## src/common/cbe_pkg.sv

```systemverilog
// package: constants and types for the conditional branch evaluator
`default_nettype none
package cbe_pkg;
  // ----------------------------------------------------------------
  // widths
  // ----------------------------------------------------------------
  localparam int PC_W = 16;
  localparam int OFS_W = 7;
  localparam int SREG_W = 8;
  // ----------------------------------------------------------------
  // status register bit positions
  // ----------------------------------------------------------------
  localparam int SREG_H_BIT = 5;
  localparam int SREG_T_BIT = 6;
  localparam int SREG_V_BIT = 3;
  localparam int SREG_N_BIT = 2;
  // ----------------------------------------------------------------
  // reset values and cycle counts
  // ----------------------------------------------------------------
  localparam logic [15:0] PC_RESET = 16'h0000;
  localparam logic [15:0] PC_STEP = 16'h0001;
  localparam logic [7:0] SREG_RESET = 8'h00;
  localparam int CYC_NOT_TAKEN = 1;
  localparam int CYC_TAKEN = 2;
  // ----------------------------------------------------------------
  // branch selectors
  // ----------------------------------------------------------------
  typedef enum logic [2:0] {
    CBE_OP_NONE = 3'h0,
    CBE_OP_SIGNED_GE = 3'h1,
    CBE_OP_SIGNED_LT = 3'h2,
    CBE_OP_HALF_SET = 3'h3,
    CBE_OP_HALF_CLEAR = 3'h4,
    CBE_OP_XFER_SET = 3'h5,
    CBE_OP_XFER_CLEAR = 3'h6
  } cbe_op_type;
  typedef enum logic [0:0] {
    CBE_ST_IDLE = 1'b0,
    CBE_ST_TAKEN = 1'b1
  } cbe_state_type;
endpackage
`default_nettype wire

```

## src/rtl/cbe_cond.sv

```systemverilog
// condition evaluator for the branch selectors
`timescale 1ns/100ps
`default_nettype none
module cbe_cond
(
  // selector and flags
  input wire logic [2:0] op_i,
  input wire logic [7:0] sreg_i,
  // result
  output logic valid_o,
  output logic take_o
);
  wire logic flag_n;
  wire logic flag_v;
  wire logic flag_h;
  wire logic flag_t;
  wire logic sign_lt;
  assign flag_n = sreg_i[cbe_pkg::SREG_N_BIT];
  assign flag_v = sreg_i[cbe_pkg::SREG_V_BIT];
  assign flag_h = sreg_i[cbe_pkg::SREG_H_BIT];
  assign flag_t = sreg_i[cbe_pkg::SREG_T_BIT];
  assign sign_lt = flag_n ^ flag_v;
  assign valid_o = (op_i != 3'h0) && (op_i <= 3'h6);
  assign take_o =
    (op_i == 3'h1) ? ~sign_lt :   // [RL1]
    (op_i == 3'h2) ? sign_lt :    // [RL2]
    (op_i == 3'h3) ? flag_h :     // [RL3]
    (op_i == 3'h4) ? ~flag_h :    // [RL4]
    (op_i == 3'h5) ? flag_t :     // [RL5]
    (op_i == 3'h6) ? ~flag_t :    // [RL6]
    1'b0;
endmodule // cbe_cond
`default_nettype wire

```

## src/rtl/cbe_branch_eval.sv

```systemverilog
// conditional relative branch evaluator
// Behaviour
// RL1 - signed ge jumps to pc+k+1 when n xor v is 0, no flag change, 1/2 cy.
// RL2 - signed lt jumps to pc+k+1 when n xor v is 1, no flag change, 1/2 cy.
// RL3 - half-carry set jumps to pc+k+1 when h is 1, else falls through.
// RL4 - half-carry clear jumps to pc+k+1 when h is 0, else falls through.
// RL5 - transfer set jumps to pc+k+1 when t is 1, else falls through.
// RL6 - transfer clear jumps to pc+k+1 when t is 0, else falls through.
// RL7 - k is a signed word offset; one cycle not taken, two cycles taken.
`timescale 1ns/100ps
`default_nettype none
module cbe_branch_eval
(
  // clock and reset
  input wire logic sys_clk_i,
  input wire logic resetn_i,
  // instruction issue
  input wire logic issue_i,
  input wire logic [2:0] op_i,
  input wire logic [6:0] ofs_i,
  input wire logic [15:0] pc_i,
  // status register
  input wire logic [7:0] sreg_i,
  // results
  output logic busy_o,
  output logic done_o,
  output logic taken_o,
  output logic pc_load_o,
  output logic [15:0] pc_next_o,
  output logic [7:0] sreg_o
);
  // ----------------------------------------------------------------
  // condition and target
  // ----------------------------------------------------------------
  wire logic cond_valid;
  wire logic cond_take;
  wire logic [15:0] ofs_ext;
  wire logic [15:0] pc_seq;
  wire logic [15:0] pc_target;
  wire logic accept;
  cbe_cond u_cond
  (
    .op_i(op_i),
    .sreg_i(sreg_i),
    .valid_o(cond_valid),
    .take_o(cond_take)
  );
  assign ofs_ext = {{9{ofs_i[6]}}, ofs_i};  // [RL7]
  assign pc_seq = pc_i + cbe_pkg::PC_STEP;
  assign pc_target = pc_seq + ofs_ext;  // [RL1] [RL2] [RL3] [RL4] [RL5] [RL6]
  // ----------------------------------------------------------------
  // sequencing
  // ----------------------------------------------------------------
  cbe_pkg::cbe_state_type state_reg;
  cbe_pkg::cbe_state_type state_next;
  logic busy_reg;
  logic busy_next;
  logic done_reg;
  logic done_next;
  logic taken_reg;
  logic taken_next;
  logic load_reg;
  logic load_next;
  logic [15:0] pc_reg;
  logic [15:0] pc_next;
  logic [15:0] target_reg;
  logic [15:0] target_next;
  logic [7:0] sreg_reg;
  logic [7:0] sreg_next;
  wire logic in_taken;
  wire logic finish_short;
  assign accept = issue_i && cond_valid && (state_reg == cbe_pkg::CBE_ST_IDLE);
  assign in_taken = (state_reg == cbe_pkg::CBE_ST_TAKEN);
  assign finish_short = accept && !cond_take;
  always_comb
  begin
    state_next = state_reg;
    unique case (state_reg)
      cbe_pkg::CBE_ST_IDLE:
      begin
        if (accept && cond_take)
          state_next = cbe_pkg::CBE_ST_TAKEN;  // [RL7]
      end
      cbe_pkg::CBE_ST_TAKEN:
      begin
        state_next = cbe_pkg::CBE_ST_IDLE;
      end
    endcase
  end
  // ----------------------------------------------------------------
  // next values
  // ----------------------------------------------------------------
  assign busy_next = (state_next == cbe_pkg::CBE_ST_TAKEN);
  // not taken: done at once; taken: done after second cycle [RL7]
  assign done_next = finish_short || in_taken;
  assign taken_next = in_taken;
  assign load_next = in_taken;
  assign target_next = accept ? (cond_take ? pc_target : pc_seq)
                              : target_reg;
  // flags pass through untouched [RL1] [RL2] [RL3] [RL4] [RL5] [RL6]
  assign sreg_next = accept ? sreg_i : sreg_reg;
  assign pc_next = finish_short ? pc_seq :
                   in_taken ? target_reg :
                   pc_reg;
  // ----------------------------------------------------------------
  // state register
  // ----------------------------------------------------------------
  always_ff @(posedge sys_clk_i)
  begin
    if (!resetn_i)
    begin
      state_reg <= cbe_pkg::CBE_ST_IDLE;
    end
    else
    begin
      state_reg <= state_next;
    end
  end
  // ----------------------------------------------------------------
  // busy flag
  // ----------------------------------------------------------------
  always_ff @(posedge sys_clk_i)
  begin
    if (!resetn_i)
    begin
      busy_reg <= 1'b0;
    end
    else
    begin
      busy_reg <= busy_next;
    end
  end
  // ----------------------------------------------------------------
  // done pulse
  // ----------------------------------------------------------------
  always_ff @(posedge sys_clk_i)
  begin
    if (!resetn_i)
    begin
      done_reg <= 1'b0;
    end
    else
    begin
      done_reg <= done_next;
    end
  end
  // ----------------------------------------------------------------
  // taken pulse
  // ----------------------------------------------------------------
  always_ff @(posedge sys_clk_i)
  begin
    if (!resetn_i)
    begin
      taken_reg <= 1'b0;
    end
    else
    begin
      taken_reg <= taken_next;
    end
  end
  // ----------------------------------------------------------------
  // pc load pulse
  // ----------------------------------------------------------------
  always_ff @(posedge sys_clk_i)
  begin
    if (!resetn_i)
    begin
      load_reg <= 1'b0;
    end
    else
    begin
      load_reg <= load_next;
    end
  end
  // ----------------------------------------------------------------
  // jump target held over the second cycle
  // ----------------------------------------------------------------
  always_ff @(posedge sys_clk_i)
  begin
    if (!resetn_i)
    begin
      target_reg <= cbe_pkg::PC_RESET;
    end
    else
    begin
      target_reg <= target_next;
    end
  end
  // ----------------------------------------------------------------
  // flag copy
  // ----------------------------------------------------------------
  always_ff @(posedge sys_clk_i)
  begin
    if (!resetn_i)
    begin
      sreg_reg <= cbe_pkg::SREG_RESET;
    end
    else
    begin
      sreg_reg <= sreg_next;
    end
  end
  // ----------------------------------------------------------------
  // next program counter
  // ----------------------------------------------------------------
  always_ff @(posedge sys_clk_i)
  begin
    if (!resetn_i)
    begin
      pc_reg <= cbe_pkg::PC_RESET;
    end
    else
    begin
      pc_reg <= pc_next;
    end
  end
  // ----------------------------------------------------------------
  // outputs
  // ----------------------------------------------------------------
  assign busy_o = busy_reg;
  assign done_o = done_reg;
  assign taken_o = taken_reg;
  assign pc_load_o = load_reg;
  assign pc_next_o = pc_reg;
  assign sreg_o = sreg_reg;
endmodule // cbe_branch_eval
`default_nettype wire

```

## config.mk

```make
export PLATFORM = sky130hd
export DESIGN_NAME = cbe_branch_eval
export DESIGN_NICKNAME = d
export VERILOG_FILES = /design/src/common/cbe_pkg.sv /design/src/rtl/cbe_cond.sv /design/src/rtl/cbe_branch_eval.sv
export SDC_FILE = /design/constraint.sdc
export NUM_CORES = 1
export LEC_CHECK = 0
export BUFFER_PORTS_ARGS = -buffer_cell sky130_fd_sc_hd__buf_2
export CORE_UTILIZATION = 48
export DETAILED_ROUTE_END_ITERATION = 7
export GPL_TIMING_DRIVEN = 0
export PLACE_DENSITY = 0.75
export SETUP_SLACK_MARGIN = 0.02
export SLEW_MARGIN = 30
export SYNTH_ARGS = -nofsm -noshare
export SYNTH_HDL_FRONTEND = slang
export SYNTH_SLANG_ARGS = --single-unit
```

## constraint.sdc

```tcl
create_clock -name sys_clk_i -period 3.8 [get_ports sys_clk_i]
set_input_delay 0.19 -clock sys_clk_i [delete_from_list [all_inputs] [get_ports sys_clk_i]]
set_output_delay 0.19 -clock sys_clk_i [all_outputs]
set_load 0.05 [all_outputs]
```

Word-level counts from Yosys, hierarchy flattened. Cells that the tools add are included.

Bitwise logic cells: 5. Reduce and logical (&&, ||, !) cells: 9. Equality and inequality tests: 6. $add $sub $neg: 2. Order comparisons: 1. Mux-type cells: 11.

Operator list (number): $mux 16 (3); $add 16x1->16 const B (1); $add 16x16->16 (1); $eq 3x3->1 const B (3); $mux 1 (7); $eq 3x2->1 const B (2); $logic_and 1x1->1 (5); $not 1->1 (4); $eq 3x1->1 const B (1); $le 3x3->1 const B (1); $reduce_bool 3->1 (1); $pmux 1 s2 (1); $reduce_bool 2->1 (1); $logic_not 1->1 (1); $logic_or 1x1->1 (1); $xor 1x1->1 (1).

Output and inout bits: 28. Word-level logic and storage cells: 40. Input bits: 37. Register bits after elaboration: 43.

Logic depth before layout (Yosys ltp). Gate-level depths: netlist of the first run.

Depth in word-level cells: 10. Mapped depth: 14. Mapped depth without buffers: 14.

By module. Synthesis of the first run repeated with hierarchy kept, for this count alone.

Cell total of the unflattened synthesis: 360. Area, all modules: 2956.6 um^2.

Modules (own cells, without submodules): cbe_branch_eval (cells each 346, sequential area each 860.8 um^2, area an instance 2872.8 um^2, times used 1); cbe_cond (cells each 14, sequential area each 0.0 um^2, area an instance 83.8 um^2, times used 1).

Worst setup path after synthesis of the first run. OpenSTA, ideal clock, no wires.

Kind: input -> register. Start: in pc_i[0]. End: reg target_reg[15]. Stages on the path: 13. Arrival time: 2.690 ns. Path buffers: 0. Slack: 1.048 ns. Data required time: 3.738 ns. Cells stage by stage: ha_1 > nand3_1 > nor2_1 > nand3_1 > xnor2_1 > ha_1 > a21o_1 > o21bai_1 > a221oi_1 > o21ai_1 > xnor2_1 > or4_1 > nand3_1.

Longest elaborated chain between the ends: 3.

Ends and longest elaborated chain: start, declared (RTL line cbe_branch_eval.sv:21) `input wire logic [15:0] pc_i,`; $add 16x1->16 (*) (RTL line cbe_branch_eval.sv:49) `assign pc_seq = pc_i + cbe_pkg::PC_STEP;`; $add 16x16->16 (RTL line cbe_branch_eval.sv:50) `assign pc_target = pc_seq + ofs_ext;`; $mux 16 (*) (RTL line cbe_branch_eval.sv:98) `assign target_next = accept ? (cond_take ? pc_target : pc_seq)`; end signal, assigned (RTL line cbe_branch_eval.sv:182) `target_reg <= cbe_pkg::PC_RESET;`; end signal, assigned (RTL line cbe_branch_eval.sv:186) `target_reg <= target_next;`; end, declared (RTL line cbe_branch_eval.sv:66) `logic [15:0] target_reg;`.

Mark *: on every way between the ends. The rest lies on a longest branch, timed or not. A chain may end at the register's enable or synchronous reset.

Worst setup path in the final report of the first run. Same ends and word-level chain as after synthesis.

==> results_dict.tcl, run 1 <==
set metrics [dict create \
    synth_seq_cells 43 \
    synth_top_cell_by_area "dfxtp_1" \
    synth_ff_type "dfxtp_1" \
    cp_top_family "simple AND/OR/NAND/NOR gates" \
    portBuffers 64 \
    setup_viol 0 \
    cts_sinks 43 \
    setup_slack_ns 0.5430 \
    dr_wl_met3_um 380 \
    avgSynthCellArea_sq_um 8.347 \
    drv_slew 0 \
    period_needed_ns 3.257 \
    grt_pass1_wl_mm 11.72 \
    grt_overflow 0 \
    finalCritPeriodShare 0.8571 \
    ant_nets 0 \
    ctsHoldBuffers 0 \
    synth_edf_count 0 \
    power_leakage_uw 0.001576 \
    cts_setup_buffers 0 \
    clk_path_buf_depth 2 \
    place_ws_ns 0.2224 \
    ctsResizeCount 0 \
    initial_core_util 0.5076 \
    yosys.cell_count.top_type "nand2_1" \
    drt-met1-wl_mm 3.209 \
    synth.distinct_cells 51 \
    cellPowerDensity_nw_per_um2 370.6 \
    track_usage 0.2427 \
    ios 65 \
    crit_path_max_incr_delay_ns 0.48 \
    drcViolationCount 0 \
    drt_iter0_drc 160 \
    die_area_sq_um 6242 \
    clk_latency_ns 0.30 \
    cpMostUsedCell "nand3_1" \
    post-route-util 0.5953 \
    cp.arrival_ns 3.50 \
    ctsHtreeMaxLevel 2 \
    synth-seq-area-share 0.3024 \
    grt_max_degree 14 \
    gp_congestion 0.8626 \
    cts_buffers 5 \
    nets 470 \
    cts_root_buffer "clkbuf_8" \
    timing.slew.headroom 0.6046 \
    synthCells 341 \
    power.total_uw 1237 \
    yosys_warnings 0 \
    num_rows 27 \
    startpoint_type "input port" \
    outcome "completed" \
    layout-drive-gt1-share 0.2179 \
    dpl.hpwl_mm 5.561 \
    netlist.area_leader.share 0.3024 \
    vdd_ir_drop_max_mv 0.2324 \
    coreArea_sq_um 5608 \
    dieWidth_um 79.01 \
    grt_pass1_vias 2477 \
    placed_cell_area_sq_um 3257 \
    syn_to_final_growth_pct 17.27 \
    min_path_type "input port to flip-flop" \
    crit_path_cell_trace "buf_2 -> ha_1 -> nand3_1 -> nor2_1 -> nand3_1 -> xnor2_1 -> ha_1 -> a21o_1 -> o21bai_1 -> a221oi_1 -> o21ai_1 -> xnor2_1 -> or4_1 -> nand3_1" \
    rsz0062_at_grt "false" \
    critPathCaptureType "flip-flop" \
    cts_tree "done" \
    cp.required_ns 4.04 \
    synthTopCellsByCount "53 x nand2_1, 43 x dfxtp_1, 23 x nor2_1, 20 x ha_1, 18 x a21oi_1" \
    hold_viol_final 0 \
    skew_ns 0.003935 \
    cp_num_buf_inv 1 \
    via_count 2686 \
    fin_setup_tns_ns 0 \
    antenna_found_initial 0 \
    n_antenna_cell 0 \
    netlist_area_sq_um 2846 \
    final_area_sq_um 3338 \
    viasPerCell 5.538 \
    wl_mm 7.119 \
    synthTopCellsByArea "dfxtp_1 30%, ha_1 8.8%, nand2_1 7.0%" \
    drt_pass1_iterations 5 \
    async_flop_share 0 \
    top_layer "met4" \
    crit_type "input port to flip-flop" \
    die_y_um 79.01 \
    tightest_slew_ns 0.5931 \
    syn-num-nets 399 \
    cp_max_fo 6 \
    path_clk_slew_ns 0.08 \
    wl_met2_mm 3.367 \
    slowest_stage "or4_1" \
    timing.fmax_mhz 307.0 \
    max-cap-violations 0 \
    post_drt_wl_per_cell_um 14.68 \
]
## area by class of cell
type                            count  area, sq um
Sequential cell                    43        860.8
Fill cell                         539         2270
Clock buffer                        7        76.32
Clock inverter                      1        5.005
Tap cell                           72        90.09
Multi-Input combinational cell    269         1822
Inverter                           13        48.80
Buffer                             16        115.1
Timing Repair Buffer               64        320.3
## stage by stage
| stage | cells | hold WS [ns] |
|---|---|---|
| after floorplan | 341 | 0.3349 |
| after global placement | 477 | 0.4381 |
| after detailed placement | 477 | 0.4354 |
| after CTS | 485 | 0.1243 |
| after global routing | 485 | 0.1598 |
| final | 485 | 0.1320 |
## path summary, 6_finish.rpt
| path | endpoint | from | slack (ns) | cells past startpoint |
|---|---|---|---|---|
| worst max-delay path | target_reg[15] | pc_i[0] | 0.54 | 14 |
| worst min-delay path | sreg_o[0] | sreg_i[0] | 0.13 | 3 |
| worst max register to register | target_reg[4] | busy_o | 1.96 | 7 |
| worst min register to register | pc_next_o[2] | pc_next_o[2] | 0.44 | 2 |
## power breakdown
| part | internal (uW) | total [uW] | switching (uW) |
|---|---|---|---|
| combinational | 163 | 443 | 279 |
| clock | 129 | 284 | 155 |
| sequential | 491 | 511 | 19.6 |
| total | 783 | 1240 | 454 |
## tightest hold or removal path: cells and delay by family
family / cells / cell delay, ns
and+or+nand+nor: 1 / 0.04
AOI/OAI and AO/OA: 1 / 0.06
buffers and inverters: 1 / 0.09
## cell usage in the layout, fill, tap and decap left out, types with 2 or more instances in the layout
cell type	Yosys	routed
clkbuf_8	2	7
and3_1	4	4
nand2_1	53	53
buf_4	2	2
xor2_1	11	11
a21o_1	6	6
a21boi_0	8	8
a32oi_1	4	4
nor2b_1	10	10
o21ai_0	17	17
a31oi_1	2	2
mux2i_1	8	8
clkbuf_1	4	6
a22oi_1	3	3
buf_2	4	68
ha_1	20	20
nand4_1	5	5
nor2_1	23	23
xnor2_1	17	17
inv_1	13	13
dfxtp_1	43	43
a21oi_1	18	18
buf_6	3	3
and2_1	3	3
a21boi_1	3	3
nand3_1	9	9
a221oi_1	8	8
o21ai_1	6	6
a211oi_1	3	3
o211a_1	8	8
## per-layer routing
| metal | vias up | track usage |
|---|---|---|
| met5 | - | 0 |
| met4 | 0 | 0.09273 |
| met3 | 11 | 0.03563 |
| met2 | 80 | 0.4216 |
| met1 | 1235 | 0.3008 |
| li1 | 1360 | - |
## logic make-up (layout without fill, tap and decap cells)
kind of cell,after synthesis,in the layout,synth area share
compound gates,98,98,0.2475
xor+xnor,28,28,0.08615
fa+ha+maj,21,21,0.09495
buf+inv,29,101,0.05758
flops,43,43,0.3024
mux,8,8,0.02813
simple gates,114,114,0.1833
No activity file was read; power rests on OpenSTA's default activity.
==> run 2: changes to the inputs <==
Settings changed: CORE_UTILIZATION 48 to 54, CTS_BUF_LIST from default to sky130_fd_sc_hd__clkbuf_8 sky130_fd_sc_hd__clkbuf_16, PLACE_DENSITY 0.75 to 0.83.
==> results_dict.tcl, run 2 (synthesis gave the netlist of run 1 again) <==
set metrics [dict create \
    place_ws_ns 0.3707 \
    vdd_ir_drop_max_mv 0.1871 \
    rsz0062_at_grt "false" \
    fin_setup_tns_ns 0 \
    drt_iter0_drc 135 \
    grt_pass1_vias 2321 \
    startpoint_type "input port" \
    nets 470 \
    grt_pass1_wl_mm 10.66 \
    cts_root_buffer "clkbuf_8" \
    tightest_slew_ns 0.5890 \
    period_needed_ns 3.141 \
    via_count 2672 \
    final_common_cell "buf_2" \
    track_usage 0.2506 \
    max-cap-violations 0 \
    layout-drive-gt1-share 0.2228 \
    setup_viol 0 \
    gp_congestion 0.8340 \
    cp.required_ns 4.04 \
    skew_ns 0.006898 \
    intPower_uw 802.8 \
    wl_mm 6.747 \
    hold_depth 3 \
    comb_power_share 0.352 \
    grt_max_degree 15 \
    ctsResizeCount 0 \
    drt_pass1_iterations 4 \
    syn_to_final_growth_pct 17.80 \
    r2r_cells 7 \
    clkPwrFrac 0.244 \
    multiInputGateArea_sq_um 1822 \
    ant_nets 0 \
    hold_slack_ns 0.1341 \
    portBuffers 64 \
    finalCritPeriodShare 0.8266 \
    setup_slack_ns 0.6591 \
    n_antenna_cell 0 \
    clk_path_buf_depth 2 \
    path_clk_slew_ns 0.08 \
    antenna_found_initial 0 \
    cp_max_fo 6 \
    final_cell_mix "68 x buf_2, 53 x nand2_1, 43 x dfxtp_1, 23 x nor2_1, 20 x ha_1" \
    cp.arrival_ns 3.38 \
    drv_slew 0 \
    min_path_type "input port to flip-flop" \
    clk_latency_ns 0.30 \
    seq_power_share 0.404 \
    swShare 0.3643 \
    cts_sinks 43 \
    fillers 471 \
    initial_core_util 0.5573 \
    num_rows 26 \
    timing.fmax_mhz 318.4 \
    seqCellArea_sq_um 860.8 \
    drcViolationCount 0 \
    coreArea_sq_um 5107 \
    ctsHtreeMaxLevel 2 \
    die_area_sq_um 5566 \
    timing.slew.headroom 0.6073 \
    cts_tree "done" \
    cts_buffers 5 \
    viasPerCell 5.532 \
    power_leakage_uw 0.001581 \
    post_drt_wl_per_cell_um 13.97 \
    ctsHoldBuffers 0 \
    dieWidth_um 74.61 \
    ios 65 \
    switchingPower_uw 460.1 \
    grt_overflow 0 \
    crit_type "input port to flip-flop" \
    dpl.hpwl_mm 5.220 \
    cellPowerDensity_nw_per_um2 376.6 \
    hold_viol_final 0 \
    cts_setup_buffers 0 \
    outcome "completed" \
    die_y_um 74.61 \
    critPathCaptureType "flip-flop" \
]
run 2: per-stage QoR:
stage	utilization	total power [uW]	cells	area, sq um
5_1_grt	0.6565	1330	483	3353
2_1_floorplan	-	846.6	341	2846
3_3_place_gp	0.6372	948.0	475	3254
6_report	0.6565	1263	483	3353
4_1_cts	0.6565	1258	483	3353
3_5_place_dp	0.6372	958.3	475	3254
run 2: cell type report:
cell class,count,share of cell area
Sequential cell,43,0.2567
Timing Repair Buffer,64,0.09552
Clock buffer,6,0.02463
Multi-Input combinational cell,269,0.5433
Inverter,13,0.01455
Tap cell,70,0.02612
Buffer,16,0.03433
Clock inverter,2,0.004851
run 2: final timing paths:
check,start,end,slack [ns]
max,pc_i[0],target_reg[15],0.66
min,sreg_i[1],sreg_o[1],0.13
max reg2reg,busy_o,target_reg[0],1.94
min reg2reg,pc_next_o[3],pc_next_o[3],0.45
run 2: power by group through the flow:
stage	logic, uW	clock network (uW)	registers (uW)
finish	444	308	511
global route	485	330	515
detailed placement	438	0	521
global placement	428	0	520
floorplan	253	0	594
CTS	440	307	510
run 2: critical path, cell delays in order:
cell	delay (ns)
buf_2	0.15
ha_1	0.20
nand3_1	0.20
nor2_1	0.25
nand3_1	0.12
xnor2_1	0.34
ha_1	0.38
a21o_1	0.22
o21bai_1	0.16
a221oi_1	0.30
o21ai_1	0.14
xnor2_1	0.17
or4_1	0.48
nand3_1	0.09
run 2: metal layers:
metal | part of all wire | GRT usage | vias to the layer above
met4 | 0.017 | 0.07757 | 0
met1 | 0.47 | 0.3317 | 1225
li1 | - | - | 1357
met3 | 0.048 | 0.03523 | 9
met5 | 0 | 0 | -
met2 | 0.46 | 0.4214 | 81
